## src/ptb_pkg.sv

```systemverilog
// constants, types and helpers shared by the periodic timebase design
package ptb_pkg;
  // ------------------------------------------------------------
  // register map
  // ------------------------------------------------------------
  localparam logic [7:0] OFF_CONTROL = 8'h00;
  localparam logic [7:0] OFF_IRQ_STATUS = 8'h04;
  localparam logic [7:0] OFF_IRQ_CLEAR = 8'h08;
  localparam logic [7:0] OFF_IRQ_ENABLE = 8'h0C;
  // control field positions
  localparam int BIT_FLAG = 7;
  localparam int SEL_LSB = 4;
  localparam int BIT_ACK = 3;
  localparam int BIT_IRQ_EN = 2;
  localparam int BIT_ENABLE = 1;
  localparam int BIT_EVENT = 0;
  // values after reset
  localparam logic RST_ENABLE = 1'b0;
  localparam logic RST_IRQ_EN = 1'b0;
  localparam logic [2:0] RST_SELECT = 3'h0;
  localparam logic [14:0] RST_COUNT = 15'h0000;
  localparam logic [2:0] RST_SYNC = 3'h0;
  localparam logic [31:0] READ_ZERO = 32'h0000_0000;
  // ------------------------------------------------------------
  // divider chain
  // ------------------------------------------------------------
  localparam int STAGES = 15;
  // apb answer states
  typedef enum logic [0:0] {APB_IDLE, APB_ANSWER} ptb_apb_state_type;
  // counter bit whose rise marks the selected tap (half period, then full)
  function automatic logic [3:0] tapBit(input logic [2:0] sel);
    unique case (sel)
      3'h0: tapBit = 4'hE; // 32768
      3'h1: tapBit = 4'hC; // 8192
      3'h2: tapBit = 4'hA; // 2048
      3'h3: tapBit = 4'h6; // 128
      3'h4: tapBit = 4'h5; // 64
      3'h5: tapBit = 4'h4; // 32
      3'h6: tapBit = 4'h3; // 16
      3'h7: tapBit = 4'h2; // 8
    endcase
  endfunction
endpackage

```

## src/ptb_reg_if.sv

```systemverilog
// register access carrier between bus slave and timebase core
`timescale 1ns/1ps
`default_nettype none
interface ptb_reg_if;
  logic wrEn;
  logic [7:0] addr;
  logic [31:0] wdata;
  logic [31:0] rdata;
  logic known;
  // bus side
  modport bus (output wrEn, output addr, output wdata, input rdata, input known);
  // register side
  modport regs (input wrEn, input addr, input wdata, output rdata, output known);
endinterface
`default_nettype wire

```

## src/ptb_apb_slave.sv

```systemverilog
// apb slave with one wait state, drives the register carrier
`timescale 1ns/1ps
`default_nettype none
module ptb_apb_slave (
  // clock and reset
  input wire logic clk,
  input wire logic rstn,
  // apb
  input wire logic [7:0] paddr,
  input wire logic psel,
  input wire logic penable,
  input wire logic pwrite,
  input wire logic [31:0] pwdata,
  output logic [31:0] prdata,
  output logic pready,
  output logic pslverr,
  // registers
  ptb_reg_if.bus regs
);
  typedef struct packed {
    ptb_pkg::ptb_apb_state_type state;
    logic ready;
    logic err;
    logic [31:0] rdata;
  } ptb_apb_type;
  ptb_apb_type s;
  ptb_apb_type next_s;

  // write commits at the edge where pready is seen high
  assign regs.wrEn = (s.state == ptb_pkg::APB_ANSWER) && psel && penable && pwrite && !s.err;
  assign regs.addr = paddr;
  assign regs.wdata = pwdata;
  assign prdata = s.rdata;
  assign pready = s.ready;
  assign pslverr = s.err;

  // answer one cycle into the access phase
  always_comb begin
    next_s = s;
    unique case (s.state)
      ptb_pkg::APB_IDLE: begin
        if (psel && penable) begin
          next_s.state = ptb_pkg::APB_ANSWER;
          next_s.ready = 1'b1;
          next_s.err = !regs.known;
          next_s.rdata = (!pwrite && regs.known) ? regs.rdata : ptb_pkg::READ_ZERO;
        end
      end
      ptb_pkg::APB_ANSWER: begin
        next_s.state = ptb_pkg::APB_IDLE;
        next_s.ready = 1'b0;
        next_s.err = 1'b0;
      end
    endcase
  end

  // state register
  always_ff @(posedge clk or negedge rstn) begin
    if (!rstn) begin
      s <= '{ptb_pkg::APB_IDLE, 1'b0, 1'b0, ptb_pkg::READ_ZERO};
    end else begin
      s <= next_s;
    end
  end
endmodule
`default_nettype wire

```

## src/ptb_divider.sv

```systemverilog
// fifteen stage divider chain with tap rise detector
`timescale 1ns/1ps
`default_nettype none
module ptb_divider (
  // clock and reset
  input wire logic clk,
  input wire logic rstn,
  // control
  input wire logic tick,
  input wire logic run,
  input wire logic clear,
  input wire logic [2:0] dividerSelect,
  // results
  output logic fire,
  output logic [14:0] count
);
  typedef struct packed {
    logic [14:0] count;
    logic fire;
  } ptb_div_type;
  ptb_div_type s;
  ptb_div_type next_s;
  logic [14:0] bumped;
  logic [3:0] tap;

  assign fire = s.fire;
  assign count = s.count;
  assign tap = ptb_pkg::tapBit(dividerSelect);
  assign bumped = s.count + 15'h0001;

  // [RULE3] held at zero
  always_comb begin
    next_s = s;
    next_s.fire = 1'b0;
    if (clear) begin
      next_s.count = ptb_pkg::RST_COUNT;
    end else if (run && tick) begin
      next_s.count = bumped;
      // [RULE4] rollover at tap
      next_s.fire = bumped[tap] && !s.count[tap];
    end
  end

  // state register
  always_ff @(posedge clk or negedge rstn) begin
    if (!rstn) begin
      s <= '{ptb_pkg::RST_COUNT, 1'b0};
    end else begin
      s <= next_s;
    end
  end
endmodule
`default_nettype wire

```

## src/ptb_timebase.sv

```systemverilog
// periodic timebase interrupt generator, top with apb registers
// Notes on behaviour
// [RULE1] The timebase is a fifteen stage binary divider of which eight outputs can serve as the tap.
// [RULE2] The divider counts the external clock when its enable is set, otherwise the internal clock.
// [RULE3] The counter sits at zero while the timebase is off and counts once it is turned on.
// [RULE4] Each rollover at the selected tap sets the timebase flag.
// [RULE5] A set flag with the interrupt enable on raises the interrupt request.
// [RULE6] The first flag comes after half the chosen period and every later one after a full period.
// [RULE7] Select codes 0 to 7 pick dividers 32768, 8192, 2048, 128, 64, 32, 16 and 8.
// [RULE8] The event period is the chosen divider over the timebase clock rate.
// [RULE9] Writing one to the acknowledge bit clears the flag, zero does nothing, and it reads zero.
// [RULE10] The flag is read only and ignores writes to its bit.
// [RULE11] Reset clears the timebase enable and the interrupt enable.
// [RULE12] Software leaves the divider select alone while the timebase is on.
// [RULE13] In wait mode the timebase keeps counting and interrupting.
// [RULE14] In stop mode it keeps running only when the oscillator is kept on in stop.
// [RULE15] Without that setting the timebase halts during stop.
// [RULE16] Software should turn the timebase off before wait or stop when it is not needed.
// [RULE17] The request is a level held while flag and enable are both set and drops on acknowledge.
`timescale 1ns/1ps
`default_nettype none
module ptb_timebase (
  // clock and reset
  input wire logic clk,
  input wire logic rstn,
  // apb register bus
  input wire logic [7:0] paddr,
  input wire logic psel,
  input wire logic penable,
  input wire logic pwrite,
  input wire logic [31:0] pwdata,
  output logic [31:0] prdata,
  output logic pready,
  output logic pslverr,
  // timebase clock sources, asynchronous pins
  input wire logic externalClock,
  input wire logic internalClock,
  // clock generator settings
  input wire logic externalClockEnable,
  input wire logic oscillatorRunInStop,
  // power modes
  input wire logic waitMode,
  input wire logic stopMode,
  // interrupt
  output logic timebaseIrq
);
  // ------------------------------------------------------------
  // state
  // ------------------------------------------------------------
  typedef struct packed {
    logic [2:0] extSync;
    logic [2:0] intSync;
    logic extLevel;
    logic intLevel;
    logic enable;
    logic irqEnable;
    logic [2:0] dividerSelect;
    logic flag;
    logic irq;
  } ptb_core_type;
  ptb_core_type s;
  ptb_core_type next_s;

  ptb_reg_if regs ();

  logic extRise;
  logic intRise;
  logic tick;
  logic run;
  logic fire;
  logic [14:0] count;
  logic ackWrite;
  logic clearWrite;
  logic [7:0] controlRead;

  // ------------------------------------------------------------
  // bus slave
  // ------------------------------------------------------------
  ptb_apb_slave u_apb (
    .clk(clk),
    .rstn(rstn),
    .paddr(paddr),
    .psel(psel),
    .penable(penable),
    .pwrite(pwrite),
    .pwdata(pwdata),
    .prdata(prdata),
    .pready(pready),
    .pslverr(pslverr),
    .regs(regs.bus)
  );

  // ------------------------------------------------------------
  // clock source edges
  // ------------------------------------------------------------
  // edge counts once stages two and three agree on a new level
  assign extRise = (s.extSync[2] == s.extSync[1]) && s.extSync[1] && !s.extLevel;
  assign intRise = (s.intSync[2] == s.intSync[1]) && s.intSync[1] && !s.intLevel;
  // [RULE2] source follows external enable
  assign tick = externalClockEnable ? extRise : intRise;
  // [RULE13] wait mode does not gate the chain
  // [RULE14] [RULE15] stop halts unless oscillator kept on
  assign run = s.enable && !(stopMode && !oscillatorRunInStop);

  // ------------------------------------------------------------
  // divider chain
  // ------------------------------------------------------------
  // [RULE1] fifteen stages, eight taps
  ptb_divider u_div (
    .clk(clk),
    .rstn(rstn),
    .tick(tick),
    .run(run),
    .clear(!s.enable),
    .dividerSelect(s.dividerSelect),
    .fire(fire),
    .count(count)
  );

  // ------------------------------------------------------------
  // register decode
  // ------------------------------------------------------------
  // [RULE9] acknowledge reads as zero
  assign controlRead = {s.flag, s.dividerSelect, 1'b0, s.irqEnable, s.enable, 1'b0};
  assign ackWrite = regs.wrEn && (regs.addr == ptb_pkg::OFF_CONTROL) && regs.wdata[ptb_pkg::BIT_ACK];
  assign clearWrite = regs.wrEn && (regs.addr == ptb_pkg::OFF_IRQ_CLEAR) && regs.wdata[ptb_pkg::BIT_EVENT];

  // read mux and address check
  always_comb begin
    regs.rdata = ptb_pkg::READ_ZERO;
    regs.known = 1'b1;
    unique case (regs.addr)
      ptb_pkg::OFF_CONTROL: regs.rdata = {24'h00_0000, controlRead};
      ptb_pkg::OFF_IRQ_STATUS: regs.rdata = {31'h0000_0000, s.flag};
      ptb_pkg::OFF_IRQ_CLEAR: regs.rdata = ptb_pkg::READ_ZERO;
      ptb_pkg::OFF_IRQ_ENABLE: regs.rdata = {31'h0000_0000, s.irqEnable};
      default: regs.known = 1'b0;
    endcase
  end

  // ------------------------------------------------------------
  // next state
  // ------------------------------------------------------------
  always_comb begin
    next_s = s;
    // three stage pin capture
    next_s.extSync = {s.extSync[1:0], externalClock};
    next_s.intSync = {s.intSync[1:0], internalClock};
    if (s.extSync[2] == s.extSync[1]) begin
      next_s.extLevel = s.extSync[2];
    end
    if (s.intSync[2] == s.intSync[1]) begin
      next_s.intLevel = s.intSync[2];
    end
    // control writes, flag bit position ignored
    if (regs.wrEn && (regs.addr == ptb_pkg::OFF_CONTROL)) begin
      next_s.enable = regs.wdata[ptb_pkg::BIT_ENABLE];
      next_s.irqEnable = regs.wdata[ptb_pkg::BIT_IRQ_EN];
      // [RULE12] caller keeps select fixed while running
      next_s.dividerSelect = regs.wdata[ptb_pkg::SEL_LSB +: 3];
    end
    if (regs.wrEn && (regs.addr == ptb_pkg::OFF_IRQ_ENABLE)) begin
      next_s.irqEnable = regs.wdata[ptb_pkg::BIT_EVENT];
    end
    // [RULE4] [RULE9] [RULE10] set beats acknowledge
    next_s.flag = fire || (s.flag && !(ackWrite || clearWrite));
    // [RULE5] [RULE17] level request
    next_s.irq = next_s.flag && next_s.irqEnable;
  end

  // ------------------------------------------------------------
  // state register
  // ------------------------------------------------------------
  // [RULE11] enables cleared by reset
  always_ff @(posedge clk or negedge rstn) begin
    if (!rstn) begin
      s <= '{ptb_pkg::RST_SYNC, ptb_pkg::RST_SYNC, 1'b0, 1'b0, ptb_pkg::RST_ENABLE,
             ptb_pkg::RST_IRQ_EN, ptb_pkg::RST_SELECT, 1'b0, 1'b0};
    end else begin
      s <= next_s;
    end
  end

  assign timebaseIrq = s.irq;
endmodule
`default_nettype wire

```

## config.mk

```make
export PLATFORM = sky130hd
export DESIGN_NAME = ptb_timebase
export DESIGN_NICKNAME = d
export VERILOG_FILES = /design/src/ptb_pkg.sv /design/src/ptb_reg_if.sv /design/src/ptb_apb_slave.sv /design/src/ptb_divider.sv /design/src/ptb_timebase.sv
export SDC_FILE = /design/constraint.sdc
export NUM_CORES = 1
export LEC_CHECK = 0
export ABC_AREA = 1
export BUFFER_PORTS_ARGS = -buffer_cell sky130_fd_sc_hd__clkbuf_2
export CAP_MARGIN = 20
export CORE_ASPECT_RATIO = 1.2
export CORE_UTILIZATION = 25
export CTS_CLUSTER_SIZE = 20
export DETAILED_ROUTE_END_ITERATION = 7
export PLACE_DENSITY = 0.51
export SETUP_SLACK_MARGIN = 0.02
export SYNTH_ARGS = -nofsm -noshare
export SYNTH_HDL_FRONTEND = slang
export SYNTH_HIERARCHICAL = 1
export SYNTH_SLANG_ARGS = --single-unit
```

## constraint.sdc

```tcl
create_clock -name clk -period 2.16 [get_ports clk]
set_input_delay 0.108 -clock clk [delete_from_list [all_inputs] [get_ports clk]]
set_output_delay 0.108 -clock clk [all_outputs]
set_load 0.01 [all_outputs]
```

* After elaboration in Yosys (flattened, before gate mapping)
Memories as Yosys holds them, arrays and structs flattened.
Cells that the tools add are included.
** Storage, ports and cells
- Memory bits (writable) :: 0
- Output and inout bits :: 35
- Latch bits :: 0
- Bits of input ports :: 51
- Memory bits (read-only) :: 32
- Register bits :: 66
- Memories :: 1
** Operators by class
- Shift operators :: 0
- Muxes and demuxes :: 15
- Equal/unequal tests :: 7
- Div/mod/pow operators :: 0
- Add/sub/neg operators :: 1
- Multipliers :: 0
- Reduce and logical (&&, ||, !) cells :: 35
- Order comparisons :: 1
- Bitwise gates (word level) :: 1
** Memory list
- (no name shown) :: depth 8, bits a word 4, rd ports 1, clocked after memory_dff 0, write ports 0, RTL line ptb_pkg.sv:32 : unique case (sel)
** Operators with widths (count)
- 2-to-1 mux 35 bit :: 1
- one-hot mux 8 bit (3 select lines) :: 1
- logical AND 1 bit :: 21
- == test 8 x 4 -> 1 bit, second input constant :: 2
- 2-to-1 mux 16 bit :: 1
- adder 15 x 1 -> 15 bit, second input constant :: 1
- 2-to-1 mux 15 bit :: 1
- zero test 1 bit :: 9
- binary-select mux 1 bit (select 4 bit) :: 2
- == test 8 x 3 -> 1 bit, second input constant :: 1
- zero test 8 bit :: 1
- 2-to-1 mux 8 bit :: 1
- 2-to-1 mux 1 bit :: 6
- one-hot mux 3 bit (2 select lines) :: 1
- < comparator 4 x 5 -> 1 bit, second input constant :: 1
- 2-to-1 mux 4 bit :: 1
- inequality test 2 x 1 -> 1 bit, second input constant :: 2
- OR reduction 4 bit :: 1
- == test 1 bit :: 2
- logical OR 1 bit :: 2
- AND reduction 2 bit :: 1
- inverter 1 bit :: 1

* Logic depth before layout (Yosys ltp)
- Depth after elaboration :: 11
- Mapped depth :: 12
- Gate-level depth less buffers :: 12

* Hierarchy
The synthesis kept the hierarchy.
** By module, submodules not included
- ptb_apb_slave :: times used 1, cells an instance 291, area each 2198.4 µm², sequential area each 875.8 µm²
- ptb_divider :: times used 1, cells an instance 179, area each 1154.9 µm², sequential area each 400.4 µm²
- ptb_timebase :: times used 1, cells an instance 78, area each 738.2 µm², sequential area each 375.4 µm²

* Worst setup path before layout
Ideal clock, no wire load.
- Path type :: register to register
- Start point :: register u_apb/s[34] (netlist name)
- End point :: register s, in the netlist timebaseIrq
- Clock period less this slack :: 1.639 ns
- Data arrival time :: 1.520 ns
- Cell stages (with the launch flop) :: 8
- Setup time :: 0.119 ns
- Setup slack :: 0.521 ns
- Data required time :: 2.041 ns
- Cells stage by stage :: dfrtp_1 > nand2_1 > nor3_1 > nand4_1 > nor2_1 > nor2_1 > a21oi_2 > nor2_2
** RTL lines
- start: declaration :: RTL line ptb_apb_slave.sv:26 : ptb_apb_type s;
- start signal: assignment :: RTL line ptb_apb_slave.sv:60 : s <= '{ptb_pkg::APB_IDLE, 1'b0, 1'b0, ptb_pkg::READ_ZERO};
- start signal: assignment :: RTL line ptb_apb_slave.sv:62 : s <= next_s;
- end signal: assignment :: RTL line ptb_timebase.sv:177 : s <= '{ptb_pkg::RST_SYNC, ptb_pkg::RST_SYNC, 1'b0, 1'b0, ptb_pkg::RST_ENABLE,
- end signal: assignment :: RTL line ptb_timebase.sv:180 : s <= next_s;
- end: declaration :: RTL line ptb_timebase.sv:61 : ptb_core_type s;

* Worst setup path in the final report
- Start point :: register s[14] (netlist name)
- End point :: register u_div.s, in the netlist u_div/count[10]
** On the way
- Word-level cells in the longest chain between the ends :: 6
** RTL lines
- == test 1 bit :: RTL line ptb_timebase.sv:97 : assign extRise = (s.extSync[2] == s.extSync[1]) && s.extSync[1] && !s.extLevel;
- logical AND 1 bit (2 in a row) :: RTL line ptb_timebase.sv:97
- 2-to-1 mux 1 bit :: RTL line ptb_timebase.sv:100 : assign tick = externalClockEnable ? extRise : intRise;
- net tick :: RTL line ptb_timebase.sv:68 : logic tick;
- logical AND 1 bit :: RTL line ptb_divider.sv:37 : end else if (run && tick) begin
- inequality test 2 x 1 -> 1 bit (no source line)
- end signal: assignment :: RTL line ptb_divider.sv:47 : s <= '{ptb_pkg::RST_COUNT, 1'b0};
- end signal: assignment :: RTL line ptb_divider.sv:49 : s <= next_s;
- end: declaration :: RTL line ptb_divider.sv:21 : ptb_div_type s;
The timed path passes the listed nets, and every way through them passes these cells.
A chain may end at the register's enable or synchronous reset.

==> flow_summary_export.csv <==
group,metric,value,unit
run_status,outcome,"completed",
sta,finalHoldViolCount,0,
sta,finalSetupViolations,0,
setup_path,crit_fanout,11,
clocking,cts_buffers,9,
routing,wire_per_inst,10.8,µm
grt,grt_pass1_vias,2967,
synthesis,ys.warnings.count,6,
placed_design,dp_hpwl,5950,µm
setup_path,cpMostUsedCell,"inv_1",
setup_path,end_kind,"register",
routing,drt-total-wl,8370,µm
final_layout,syn_to_final_growth,13.4,%
setup_path,r2r_end,"u_div/count[10]",
synthesis,syn_inst,523,
grt,antenna_found_initial,0,
floorplanning,fp.dieH,139,µm
setup_path,r2r_slack,390,ps
clocking,cts_tree,"built",
setup_path,crit_family,"simple AND/OR/NAND/NOR gates",
final_layout,regArea,1650,µm²
setup_path,reg2reg_from,"s[14]",
sta,post-route-min-period,1770,ps
setup_path,crit_start,"s[14]",
floorplanning,die_area,16100,µm²
floorplanning,core.rowCount,49,
routing,vias,3107,
worst_hold_path,hp-class,"input port to register",
setup_path,cp_data_required_time,2410,ps
sta,period_share,0.819,
setup_path,crit_type,"register to register",
grt,overflow,0,
final_layout,diodes,0,
sta,rsz0062_at_grt,"false",
final_layout,fillCellCount,1664,
flow_run,max_cap_viol_count,0,
placed_design,io_buffers,59,
clocking,cts_root_buf,"clkbuf_16",
sta,slew_headroom,0.429,
power_and_ir_drop,finalPower,3.50,mW
power_and_ir_drop,cellLeakagePower,2.34,nW
final_layout,fin_nets,620,
clocking,clkTransAtPathRegs,60,ps
routing,vias_per_cell,4.01,
clocking,htreeDepth,3,
final_layout,multiInputGateArea,1600,µm²
grt,grt_use_total,0.116,
sta,max_freq,0.566,GHz
synthesis,synth.avg_cell_area,7.46,µm²
floorplanning,io_pins,86,
final_layout,layout-drive-gt1-share,0.195,
setup_path,path_depth,8,
clocking,worstSkewPairLatency,340,ps
clocking,clkSinkCount,66,
setup_path,path_cells,"ha_1, nand3b_1, o31ai_1, nand2_1, inv_1, nor2_1, inv_1, o21ai_0",
setup_path,worstSetupEndpoint,"u_div/count[10]",
floorplanning,initial_core_util,0.258,
routing,dr.pass1.iters,4,
floorplanning,fp.dieW,116,µm
routing,ant_nets,0,
placed_design,gp_congestion,0.813,
routing,drtIter0Drc,98,
setup_path,cpPeakStageDelay,380,ps
grt,grt_pass1_wl,14300,µm
setup_path,cp_data_arrival_time,2010,ps
routing,drc,0,
clocking,cts_max_path_buffers,2,
sta,fin_setup_tns,0,ps
power_and_ir_drop,p_per_area,791,nW/µm²
setup_path,timing.critical_path.buf_inv,2,
sta,slew_viol_final,0,
sta,finClkSkew,6.18,ps
grt,grt_max_degree,67,
setup_path,crit_path_start_kind,"register",
synthesis,syn_area,3900,µm²
power_and_ir_drop,ir_drop,406,µV
setup_path,reg2reg_depth,8,
sta,tightest_slew,857,ps
setup_path,cp_slowest_cell,"dfrtp_1",
floorplanning,coreArea,15100,µm²
power breakdown:
group,internal (mW),switching [mW],leakage (nW),total [mW]
logic,0.211,0.351,1.34,0.562
clock network,0.879,0.550,0.145,1.43
registers,1.37,0.139,0.855,1.51
layer usage:
metal / global-route usage / share of wire
met3: 0.0345 / 0.062
met2: 0.187 / 0.48
met5: 0 / 0
met4: 0.0506 / 0.019
met1: 0.142 / 0.44
sequential cells by signal (all words and copies together) (netlist names):
register,cells
u_apb/pready,1
s,4
timebaseIrq,1
u_apb/s,1
u_div/fire,1
u_apb/prdata,32
u_div/count,15
u_apb/pslverr,1
next_s,4
controlRead,6
worst reg2reg max path, delay by kind of cell (launching register included):
kind            cells  cell delay (ps)
buf+inv             2              340
simple gates        3              470
fa+ha+maj           1              200
compound gates      2              300
flops               1              380
how the worst min path moves through the flow:
| stage | slack, ps | start | cells past startpoint | endpoint |
|---|---|---|---|---|
| floorplan | -190 | rstn | 0 | controlRead[1] |
| global placement | 220 | externalClock | 1 | next_s[13] |
| detailed placement | 220 | externalClock | 1 | next_s[13] |
| CTS | 9 | pwdata[1] | 3 | controlRead[1] |
| global route | 30 | pwdata[1] | 3 | controlRead[1] |
| finish | 30 | pwdata[5] | 3 | controlRead[5] |
stage by stage:
step	util	cells	hold WS (ps)	setup WS, ps	cell area (µm²)
after global placement	0.272	756	224	429	4110
after CTS	0.292	774	8.69	372	4430
final	0.292	774	26.1	392	4430
after detailed placement	0.272	756	219	394	4110
after global routing	0.292	774	27.3	176	4430
after floorplan	-	547	-188	521	3990
layout make-up:
cell class,instances,area share
clock buffers,9,0.0509
clock inverters,6,0.0133
inverters,75,0.0636
multi-input cells,348,0.361
flip-flops and latches,66,0.373
well taps,204,0.0576
repair buffers,66,0.0808
layout by cell type (no fill, tap or decap), types with 5 or more instances in the layout:
| cell type | count |
|---|---|
| nand2_1 | 143 |
| nor3_1 | 7 |
| inv_1 | 71 |
| nand2_2 | 12 |
| nor2_2 | 7 |
| dfrtp_1 | 66 |
| buf_4 | 5 |
| nor2_1 | 70 |
| clkbuf_16 | 9 |
| conb_1 | 25 |
| clkbuf_2 | 58 |
| a21oi_1 | 9 |
| nand3_1 | 24 |
| o21ai_0 | 17 |
repair_timing:
item                                   4_1_cts  5_1_grt
setup buffers                                0        0
hold buffers                                 3        0
endpoints found under the hold margin       68        0
resized for setup                            0        0
Note: power is estimated with default switching activity, not from simulation.
